===== config.mk =====
export PLATFORM = sky130hd
export DESIGN_NAME = pbo_port_b_ovr
export DESIGN_NICKNAME = d
export VERILOG_FILES = /design/src/common/pbo_pkg.sv /design/src/core/pbo_port_b_ovr.sv
export SDC_FILE = /design/constraint.sdc
export NUM_CORES = 1
export LEC_CHECK = 0
export BUFFER_PORTS_ARGS = -buffer_cell sky130_fd_sc_hd__buf_2
export CAP_MARGIN = 20
export CELL_PAD_IN_SITES_DETAIL_PLACEMENT = 1
export CELL_PAD_IN_SITES_GLOBAL_PLACEMENT = 1
export CORE_AREA = 8 8 98 118
export CTS_BUF_LIST = sky130_fd_sc_hd__clkbuf_8 sky130_fd_sc_hd__clkbuf_16
export DETAILED_ROUTE_END_ITERATION = 8
export DIE_AREA = 0 0 106 126
export GPL_TIMING_DRIVEN = 0
export PLACE_DENSITY = 0.9
export SYNTH_ARGS = -nofsm -noshare
export SYNTH_HDL_FRONTEND = slang
export SYNTH_SLANG_ARGS = --single-unit

===== constraint.sdc =====
create_clock -name clk_sys -period 2.1 [get_ports clk_sys]
set_clock_uncertainty 0.2 [all_clocks]
set_input_delay 0.315 -clock clk_sys [delete_from_list [all_inputs] [get_ports clk_sys]]
set_output_delay 0.315 -clock clk_sys [all_outputs]
set_load 0.02 [all_outputs]

===== src/common/pbo_pkg.sv =====
// Package for the port B override block: register map, reset values, carriers.
// Assumes one 32-bit classic Wishbone bus; every register sits in the low byte of its word.
package pbo_pkg;
	// Register indices; the byte address is four times the index
	localparam logic [7:0] IDX_B_PINS = 8'h16;
	localparam logic [7:0] IDX_B_DIR  = 8'h17;
	localparam logic [7:0] IDX_B_OUT  = 8'h18;
	localparam logic [7:0] IDX_A_PINS = 8'h19;
	localparam logic [7:0] IDX_A_DIR  = 8'h1a;
	localparam logic [7:0] IDX_A_OUT  = 8'h1b;
	localparam logic [7:0] IDX_CTRL   = 8'h1c;

	// Reset values
	localparam logic [7:0] RST_B_DIR  = 8'h00;
	localparam logic [7:0] RST_B_OUT  = 8'h00;
	localparam logic [7:0] RST_A_DIR  = 8'h00;
	localparam logic [7:0] RST_A_OUT  = 8'h00;
	localparam logic [7:0] RST_CTRL   = 8'h00;

	// Field positions and masks
	localparam int         CTRL_PUD_BIT = 6;
	localparam logic [7:0] CTRL_WMASK   = 8'hfc;
	localparam logic [7:0] B_WMASK      = 8'h0f;
	localparam int         PIN_DBG      = 3;
	localparam int         PIN_CKO      = 2;

	// System clock source as chosen by the clock fuses
	typedef enum logic [1:0] {
		PBO_CLK_RC,
		PBO_CLK_EXT,
		PBO_CLK_XTAL,
		PBO_CLK_LFXTAL
	} pbo_clk_src_t;

	// Override enables and values of one pin
	typedef struct packed {
		logic pullup_ovr_en;
		logic pullup_ovr_val;
		logic dir_ovr_en;
		logic dir_ovr_val;
		logic outval_ovr_en;
		logic outval_ovr_val;
		logic inen_ovr_en;
		logic inen_ovr_val;
	} pbo_ovr_t;
endpackage


===== src/core/pbo_port_b_ovr.sv =====
// Port B alternate-function override logic with port A/B registers on Wishbone.
// Assumes static fuse inputs, timer and interrupt controls on clk_sys, pins asynchronous.
// Behaviour
// - Clock on pin 0 disables its I/O
// - Pin 1 is crystal output only for crystal
// - Crystal and external-clock flags follow clock source
// - Pins 0-3 are change sources 8-11
// - Clock-out fuse drives clock on pin 2
// - Clock keeps appearing on pin 2 in reset
// - Pin 2 value: clock, else compare wave
// - Interrupt or change source enables pin 2 input
// - Unprogrammed reset fuse makes pin 3 reset when the debug link is off
// - Reset-disable flag is inverted fuse bit
// - Debug fuse with lock bits unprogrammed makes pin 3 open-drain line
// - Global pull-up off bit kills pull-ups, not the pin 3 reset/debug pull-up
//
// The Wishbone register port was left to the implementer.
`timescale 1ns/1ps

module pbo_port_b_ovr #(
	parameter int PA_W = 8
) (
	input  wire logic                  clk_sys,
	input  wire logic                  reset,
	input  wire logic                  wb_cyc_i,
	input  wire logic                  wb_stb_i,
	input  wire logic                  wb_we_i,
	input  wire logic [9:0]            wb_adr_i,
	input  wire logic [3:0]            wb_sel_i,
	input  wire logic [31:0]           wb_dat_i,
	output logic      [31:0]           wb_dat_o,
	output logic                       wb_ack_o,
	input  wire pbo_pkg::pbo_clk_src_t clk_src,
	input  wire logic                  deep_sleep_active,
	input  wire logic                  sysclk_out_fuse,
	input  wire logic                  reset_pin_off_fuse,
	input  wire logic                  debug_link_fuse,
	input  wire logic                  lock_bits_unprog,
	input  wire logic                  timer0_match_a_wave,
	input  wire logic                  timer0_match_a_en,
	input  wire logic                  ext_irq_zero,
	input  wire logic [3:0]            pinchg_mask,
	input  wire logic                  pinchg_group1_en,
	input  wire logic                  debug_tx_low,
	input  wire logic [3:0]            pb_in,
	output logic      [3:0]            pb_out,
	output logic      [3:0]            pb_oe_n,
	output logic      [3:0]            pb_pull,
	output logic      [3:0]            pb_inen,
	output logic      [3:0]            pb_level,
	input  wire logic [PA_W-1:0]       pa_in,
	output logic      [PA_W-1:0]       pa_out,
	output logic      [PA_W-1:0]       pa_oe_n,
	output logic      [PA_W-1:0]       pa_pull,
	output logic                       reset_pin_low,
	output logic                       debug_line_rx,
	output logic                       crystal_selected,
	output logic                       extclk_selected,
	output logic                       reset_pin_off,
	output logic                       debug_link_active
);

	initial begin
		if (PA_W < 1 || PA_W > 8) begin
			$error("PA_W must lie in 1..8");
		end
	end

	logic [7:0]            controller_control;
	logic [3:0]            port_b_output_latch;
	logic [3:0]            port_b_direction;
	logic [PA_W-1:0]       port_a_output_latch;
	logic [PA_W-1:0]       port_a_direction;
	logic [3:0]            pb_meta;
	logic [3:0]            pb_sync;
	logic [PA_W-1:0]       pa_meta;
	logic [PA_W-1:0]       pa_sync;
	logic                  pullup_global_off;
	logic                  sysclk_out_en;
	logic                  reset_pin_used;
	logic [3:0]            pinchg_on;
	logic [3:0]            b_dir;
	logic [3:0]            b_val;
	pbo_pkg::pbo_ovr_t     ovr [4];
	logic                  req;
	logic                  wr;
	logic [7:0]            idx;
	logic [7:0]            wbyte;
	logic [7:0]            next_rdata;

	function automatic logic wr_hit(input logic [7:0] a, input logic [7:0] target,
			input logic w);
		wr_hit = w && (a == target);
	endfunction

	// Pins are asynchronous; only the second stage is read by logic
	always_ff @(posedge clk_sys) begin
		pb_meta <= pb_in;
		pb_sync <= pb_meta;
		pa_meta <= pa_in;
		pa_sync <= pa_meta;
	end

	assign req   = wb_cyc_i && wb_stb_i && !wb_ack_o;
	assign wr    = req && wb_we_i && wb_sel_i[0];
	assign idx   = wb_adr_i[9:2];
	assign wbyte = wb_dat_i[7:0];

	always_ff @(posedge clk_sys) begin
		if (reset) begin
			controller_control <= pbo_pkg::RST_CTRL;
		end else if (wr_hit(idx, pbo_pkg::IDX_CTRL, wr)) begin
			controller_control <= wbyte & pbo_pkg::CTRL_WMASK;
		end
	end

	always_ff @(posedge clk_sys) begin
		if (reset) begin
			port_b_output_latch <= pbo_pkg::RST_B_OUT[3:0];
		end else if (wr_hit(idx, pbo_pkg::IDX_B_OUT, wr)) begin
			port_b_output_latch <= wbyte[3:0];
		end
	end

	always_ff @(posedge clk_sys) begin
		if (reset) begin
			port_b_direction <= pbo_pkg::RST_B_DIR[3:0];
		end else if (wr_hit(idx, pbo_pkg::IDX_B_DIR, wr)) begin
			port_b_direction <= wbyte[3:0];
		end
	end

	always_ff @(posedge clk_sys) begin
		if (reset) begin
			port_a_output_latch <= pbo_pkg::RST_A_OUT[PA_W-1:0];
		end else if (wr_hit(idx, pbo_pkg::IDX_A_OUT, wr)) begin
			port_a_output_latch <= wbyte[PA_W-1:0];
		end
	end

	always_ff @(posedge clk_sys) begin
		if (reset) begin
			port_a_direction <= pbo_pkg::RST_A_DIR[PA_W-1:0];
		end else if (wr_hit(idx, pbo_pkg::IDX_A_DIR, wr)) begin
			port_a_direction <= wbyte[PA_W-1:0];
		end
	end

	// Read mux; unmapped indices read zero and still get an ack
	always_comb begin
		next_rdata = 8'h00;
		if (idx == pbo_pkg::IDX_B_PINS) begin
			next_rdata = {4'h0, pb_sync};
		end else if (idx == pbo_pkg::IDX_B_DIR) begin
			next_rdata = {4'h0, port_b_direction};
		end else if (idx == pbo_pkg::IDX_B_OUT) begin
			next_rdata = {4'h0, port_b_output_latch};
		end else if (idx == pbo_pkg::IDX_A_PINS) begin
			next_rdata[PA_W-1:0] = pa_sync;
		end else if (idx == pbo_pkg::IDX_A_DIR) begin
			next_rdata[PA_W-1:0] = port_a_direction;
		end else if (idx == pbo_pkg::IDX_A_OUT) begin
			next_rdata[PA_W-1:0] = port_a_output_latch;
		end else if (idx == pbo_pkg::IDX_CTRL) begin
			next_rdata = controller_control;
		end
	end

	always_ff @(posedge clk_sys) begin
		if (reset) begin
			wb_ack_o <= 1'b0;
			wb_dat_o <= 32'h0000_0000;
		end else begin
			wb_ack_o <= req;
			wb_dat_o <= req ? {24'h00_0000, next_rdata} : 32'h0000_0000;
		end
	end

	assign pullup_global_off = controller_control[pbo_pkg::CTRL_PUD_BIT];

	// Fuse bits read 0 when programmed
	assign crystal_selected  = (clk_src == pbo_pkg::PBO_CLK_XTAL) ||
		(clk_src == pbo_pkg::PBO_CLK_LFXTAL);
	assign extclk_selected   = (clk_src == pbo_pkg::PBO_CLK_EXT);
	assign reset_pin_off     = !reset_pin_off_fuse;
	assign debug_link_active = !debug_link_fuse && lock_bits_unprog;
	assign sysclk_out_en     = !sysclk_out_fuse;
	assign reset_pin_used    = !reset_pin_off || debug_link_active;
	assign pinchg_on         = pinchg_mask & {4{pinchg_group1_en}};

	always_comb begin
		// Pin 0: oscillator input or external clock input
		ovr[0].pullup_ovr_en  = extclk_selected || crystal_selected;
		ovr[0].pullup_ovr_val = 1'b0;
		ovr[0].dir_ovr_en     = extclk_selected || crystal_selected;
		ovr[0].dir_ovr_val    = 1'b0;
		ovr[0].outval_ovr_en  = extclk_selected || crystal_selected;
		ovr[0].outval_ovr_val = 1'b0;
		ovr[0].inen_ovr_en    = extclk_selected || crystal_selected || pinchg_on[0];
		ovr[0].inen_ovr_val   = (extclk_selected && !deep_sleep_active) ||
			(!extclk_selected && !crystal_selected && pinchg_on[0]);
		// Pin 1: oscillator output, crystal only
		ovr[1].pullup_ovr_en  = crystal_selected;
		ovr[1].pullup_ovr_val = 1'b0;
		ovr[1].dir_ovr_en     = crystal_selected;
		ovr[1].dir_ovr_val    = 1'b0;
		ovr[1].outval_ovr_en  = crystal_selected;
		ovr[1].outval_ovr_val = 1'b0;
		ovr[1].inen_ovr_en    = crystal_selected || pinchg_on[1];
		ovr[1].inen_ovr_val   = pinchg_on[1];
		// Pin 2: clock out wins over compare wave; clk_sys is forwarded as a level
		ovr[2].pullup_ovr_en  = sysclk_out_en;
		ovr[2].pullup_ovr_val = 1'b0;
		ovr[2].dir_ovr_en     = sysclk_out_en;
		ovr[2].dir_ovr_val    = 1'b1;
		ovr[2].outval_ovr_en  = sysclk_out_en || timer0_match_a_en;
		ovr[2].outval_ovr_val = sysclk_out_en ? clk_sys : timer0_match_a_wave;
		ovr[2].inen_ovr_en    = pinchg_on[2] || ext_irq_zero;
		ovr[2].inen_ovr_val   = pinchg_on[2] || ext_irq_zero;
		// Pin 3: reset input or open-drain debug line
		ovr[3].pullup_ovr_en  = reset_pin_used;
		ovr[3].pullup_ovr_val = 1'b1;
		ovr[3].dir_ovr_en     = reset_pin_used;
		ovr[3].dir_ovr_val    = debug_link_active && debug_tx_low;
		ovr[3].outval_ovr_en  = reset_pin_used;
		ovr[3].outval_ovr_val = 1'b0;
		ovr[3].inen_ovr_en    = reset_pin_used || pinchg_on[3];
		ovr[3].inen_ovr_val   = debug_link_active || (reset_pin_off && pinchg_on[3]);
	end

	// Merge is purely combinational so reset-time overrides need no clock edge
	for (genvar i = 0; i < 4; i++) begin : g_pb
		assign b_dir[i]   = ovr[i].dir_ovr_en ? ovr[i].dir_ovr_val
			: port_b_direction[i];
		assign b_val[i]   = ovr[i].outval_ovr_en ? ovr[i].outval_ovr_val
			: port_b_output_latch[i];
		assign pb_oe_n[i] = !b_dir[i];
		assign pb_out[i]  = b_val[i];
		assign pb_pull[i] = ovr[i].pullup_ovr_en ? ovr[i].pullup_ovr_val
			: (!port_b_direction[i] && port_b_output_latch[i] && !pullup_global_off);
		assign pb_inen[i] = ovr[i].inen_ovr_en ? ovr[i].inen_ovr_val : 1'b1;
	end

	assign pb_level      = pb_sync & pb_inen;
	assign pa_out        = port_a_output_latch;
	assign pa_oe_n       = ~port_a_direction;
	assign pa_pull       = ~port_a_direction & port_a_output_latch &
		{PA_W{!pullup_global_off}};
	assign reset_pin_low = !reset_pin_off && !debug_link_active &&
		!pb_sync[pbo_pkg::PIN_DBG];
	assign debug_line_rx = debug_link_active ? pb_sync[pbo_pkg::PIN_DBG] : 1'b1;
endmodule


# Yosys cells after proc, flatten, opt, wreduce, memory -nomap -nowiden
# Index checks and enable logic that the tools add are counted.
# totals
reg_bits	87
out_inout_bits	83
in_bits	79
mem_count	0
mem_bits_ro	0
latch_bits	0
word_cells	107
ram_bits	0
# classes
bitwise_logic	6
shift	0
n_addsub	0
n_mul	0
eq_ne	10
div	0
order_cmp	0
muxes	24
n_reduce_logical	54
# ops
op	n
8-bit by 5-bit equality test with 1-bit output (second input constant)	7
8-bit 2-to-1 mux	4
1-bit logical AND	25
1-bit zero test	18
1-bit 2-to-1 mux	17
8-bit bitwise AND	2
4-bit 2-to-1 mux	3
1-bit logical OR	9
4-bit bitwise AND	2
8-bit inverter	1
5-bit OR reduction	1
2-bit equality test (second input constant)	2
2-bit by 1-bit equality test with 1-bit output (second input constant)	1
2-bit OR reduction	1
1-bit inverter	1

# Depth between registers and ports, before layout
# logic_depth
depth_word	8
mapped_depth	5
mapped_depth_nobuf	4

==> results <==
- The run finished with clean final reports.
- The slew at the pin with the worst max-slew slack is 635 ps.
- Dividing the final minimum period by the clock period gives 0.948.
- The number of antenna cells inserted is 0.
- TritonCTS built the clock tree.
- The floorplan has 40 rows.
- After global routing the overflow that remains totals 0.
- In the final layout, the multi-input gates occupy 1500 um2.
- The total power after layout is 3410 uW.
- The final weighted congestion in routability-driven placement is 0.839.
- The post-detailed-placement half-perimeter wirelength is 7610 um.
- The initial utilization of the core area, before any placement, comes to 0.308.
- Setup violations remaining at the end of the flow were counted as 0.
- For this run, the post-layout net count is 529.
- STA puts the critical path data arrival time at 1470 ps.
- Post-CTS timing repair inserted 0 buffers for setup.
- Across every metal layer, demand over resource in global routing totals 0.154.
- The final number of max-transition violations is 0.
- The detailed router's first-iteration violation count is about 130.
- The die extent in y is about 130 um.
- The pin count of the biggest net entering global routing is 13.
- The number of primary I/O pins is 162.
- Among all flip-flop cells after synthesis, the most frequent one is sky130_fd_sc_hd__dfxtp_1.
- The cell count after placement is 549.
- Leaving out filler cells and counting taps, the final layout contains a little under 600.
- Synthesis handed over a netlist of 299 instances.
- The commonest non-fill, non-tap cell in the layout is sky130_fd_sc_hd__buf_2.
- Clock latency on the worst-skew pair, taken at its later pin, is ~440 ps.
- Averaged over all synthesized cells, the footprint is 10.1 um2.
- The detail route stage leaves a number of antenna-violating nets equal to 0.
- In this run, synthesis produced a sequential element count of between 60 and 70.
- Yosys printed 0 warnings.
- The final wirelength is a little over 10000 um.
- The share of final-layout standard cells stronger than drive strength 1 is 0.385.
- Measured along the x axis, the die boundary spans 106 um.
- Clock-pin slew was measured on the worst setup and hold paths at 50 ps.
- The relative slew slack is 0.576.
- In the routed design, unresolved DRC markers number 0.
- Counting flops with a built-in enable in the synthesized netlist gives 0.
- Setup repair after global routing left no endpoint under its margin.
- In the routed layout, each cell is associated on average with a via count of 4.60.
- IR analysis of the VDD net gives a maximum drop of around 570 uV.
- On the final layout, the worst hold slack is 6.76 ps.
- After floorplanning, the core was sized to cover 9760 um2.
- Of all nets on the critical path, the largest fanout is 5.
- The worst setup path is captured at a primary output.
- The analysis attributes to cell leakage a power of 0.00209 uW.
- Power spread over the standard cell area amounts to between 700 and 800 nW/um2.
- In this run the tool buffered the top-level ports with 101 buffer cells.
- The top-area cell type share of the netlist area is 0.419.
- The area growth from synthesis to layout is 42.7%.
- The sequential cells in the finished layout cover a total of 1260 um2.
- The clock period minus worst slack is 1990 ps.
- The setup path with the least slack is of type register to primary output.
- The area of the mapped netlist is about 3000 um2.
- After synthesis, the netlist uses 44 different library cells.
- sky130_fd_sc_hd__dfxtp_1 takes more of the synthesized area than any other cell.
- The path category of the worst min-delay check is primary input to register.
- The required time at the endpoint of the critical path is 1580 ps.
- The count of TritonRoute iterations in the first routing pass is 4.
- The fill cell total of the finished layout is roughly 1100.
- Dividing the detail-routed wire length by the instance count gives between 15 and 20 um.
- By area the synthesized netlist is led by sky130_fd_sc_hd__dfxtp_1 42%, sky130_fd_sc_hd__mux2i_1 11%, sky130_fd_sc_hd__nand2b_1 9.4%.
- The fraction of registers with async set or reset after synthesis is 0.
- The first global-routing pass estimated about 16000 um of wire.
- Based on the critical path, the design can be clocked at up to between 0.5 and 0.6 GHz.
- The number of global-route vias before repair is 2926.
- Max-cap violations in this run came to 0.
- STA classifies the critical path startpoint as a register.
- The number of antenna violations at the first check in global routing is 0.
- Of the synthesized area, sequential elements account for 0.419.
- The detailed router placed 2670 vias in this run.
- The top cell types in the final layout, fill and taps aside, are 101 x sky130_fd_sc_hd__buf_2, 63 x sky130_fd_sc_hd__dfxtp_1, 45 x sky130_fd_sc_hd__nand2b_1.
- The die covers 13400 um2.
- The hold violation total from the final report is 0.
==> flip-flops by register name, indices dropped and copies added (netlist names) <==
| register | flops |
|---|---|
| wb_ack_o | 1 |
| port_b_direction | 4 |
| port_a_direction | 8 |
| wb_dat_o | 8 |
| pa_out | 8 |
| pb_meta | 4 |
| pb_sync | 4 |
| controller_control | 6 |
| pa_sync | 8 |
| port_b_output_latch | 4 |
| pa_meta | 8 |
==> path summary, 6_finish.rpt <==
kind	startpoint	to	slack, ps	cells past startpoint
worst min-delay path	wb_dat_i[6]	controller_control[6]	7	3
worst max register to register	wb_ack_o	wb_dat_o[7]	340	4
worst min register to register	pa_meta[0]	pa_sync[0]	130	0
worst max-delay path	controller_control[6]	pb_pull[3]	110	3
==> final cells by class <==
type | instances | share of cell area
Clock inverter | 7 | 0.0227
Tap cell | 126 | 0.0367
Inverter | 13 | 0.0114
Timing Repair Buffer | 114 | 0.149
Buffer | 41 | 0.0702
Sequential cell | 63 | 0.294
Multi-Input combinational cell | 205 | 0.349
Clock buffer | 12 | 0.0667
==> Yosys cell counts, types with 3 or more instances <==
| cell | n |
|---|---|
| sky130_fd_sc_hd__dfxtp_1 | 63 |
| sky130_fd_sc_hd__nor3b_1 | 13 |
| sky130_fd_sc_hd__o211a_1 | 4 |
| sky130_fd_sc_hd__inv_1 | 13 |
| sky130_fd_sc_hd__nand2b_1 | 45 |
| sky130_fd_sc_hd__and2_1 | 5 |
| sky130_fd_sc_hd__a22oi_1 | 6 |
| sky130_fd_sc_hd__nand3_1 | 5 |
| sky130_fd_sc_hd__clkbuf_8 | 3 |
| sky130_fd_sc_hd__nor3_1 | 6 |
| sky130_fd_sc_hd__nand2_1 | 6 |
| sky130_fd_sc_hd__nor2_1 | 6 |
| sky130_fd_sc_hd__or2b_2 | 7 |
| sky130_fd_sc_hd__a21oi_1 | 7 |
| sky130_fd_sc_hd__nor2b_1 | 5 |
| sky130_fd_sc_hd__clkbuf_1 | 8 |
| sky130_fd_sc_hd__mux2i_1 | 33 |
| sky130_fd_sc_hd__buf_4 | 28 |
| sky130_fd_sc_hd__o21ai_0 | 5 |
==> repair_timing <==
action,4_1_cts,5_1_grt
endpoints found under the hold margin,15,0
setup endpoints to repair,11,1
pin swaps,1,0
hold buffers,14,0
cloned,0,0
gates resized for setup,7,1
==> per-layer routing <==
layer | global-route usage | vias up | wire (um)
met3 | 0.0628 | 29 | 668
met1 | 0.155 | 1277 | 3860
li1 | - | 1269 | -
met2 | 0.272 | 95 | 5290
met4 | 0.0697 | 0 | 315
met5 | 0 | - | 0
==> power breakdown <==
part           internal [uW]  switching (uW)
logic                    143             178
registers               1220            9.71
clock network           1230             626
==> metrics by stage <==
step           utilization  cell area [um2]  setup TNS [ps]  worst slack [ps]
2_1_floorplan            -             3100               0               256
3_3_place_gp         0.385             3760               0              20.6
3_5_place_dp         0.385             3760            -447             -66.9
4_1_cts              0.440             4290               0              75.4
5_1_grt              0.440             4290               0              28.5
6_report             0.440             4290               0               110
==> worst max-delay path: stages, from the launching register on <==
cell                      delay [ps]
sky130_fd_sc_hd__dfxtp_1         470
sky130_fd_sc_hd__nor3b_1          90
sky130_fd_sc_hd__or3_1           310
sky130_fd_sc_hd__buf_2           170
==> kinds of logic after synthesis <==
logic type      count (synthesis)  synth area share
simple gates                  115             0.267
buf+inv                        54             0.115
compound gates                 28            0.0645
other cells                     2           0.00250
flops                          63             0.419
mux                            37             0.132
No activity file was read; power rests on OpenSTA's default activity.
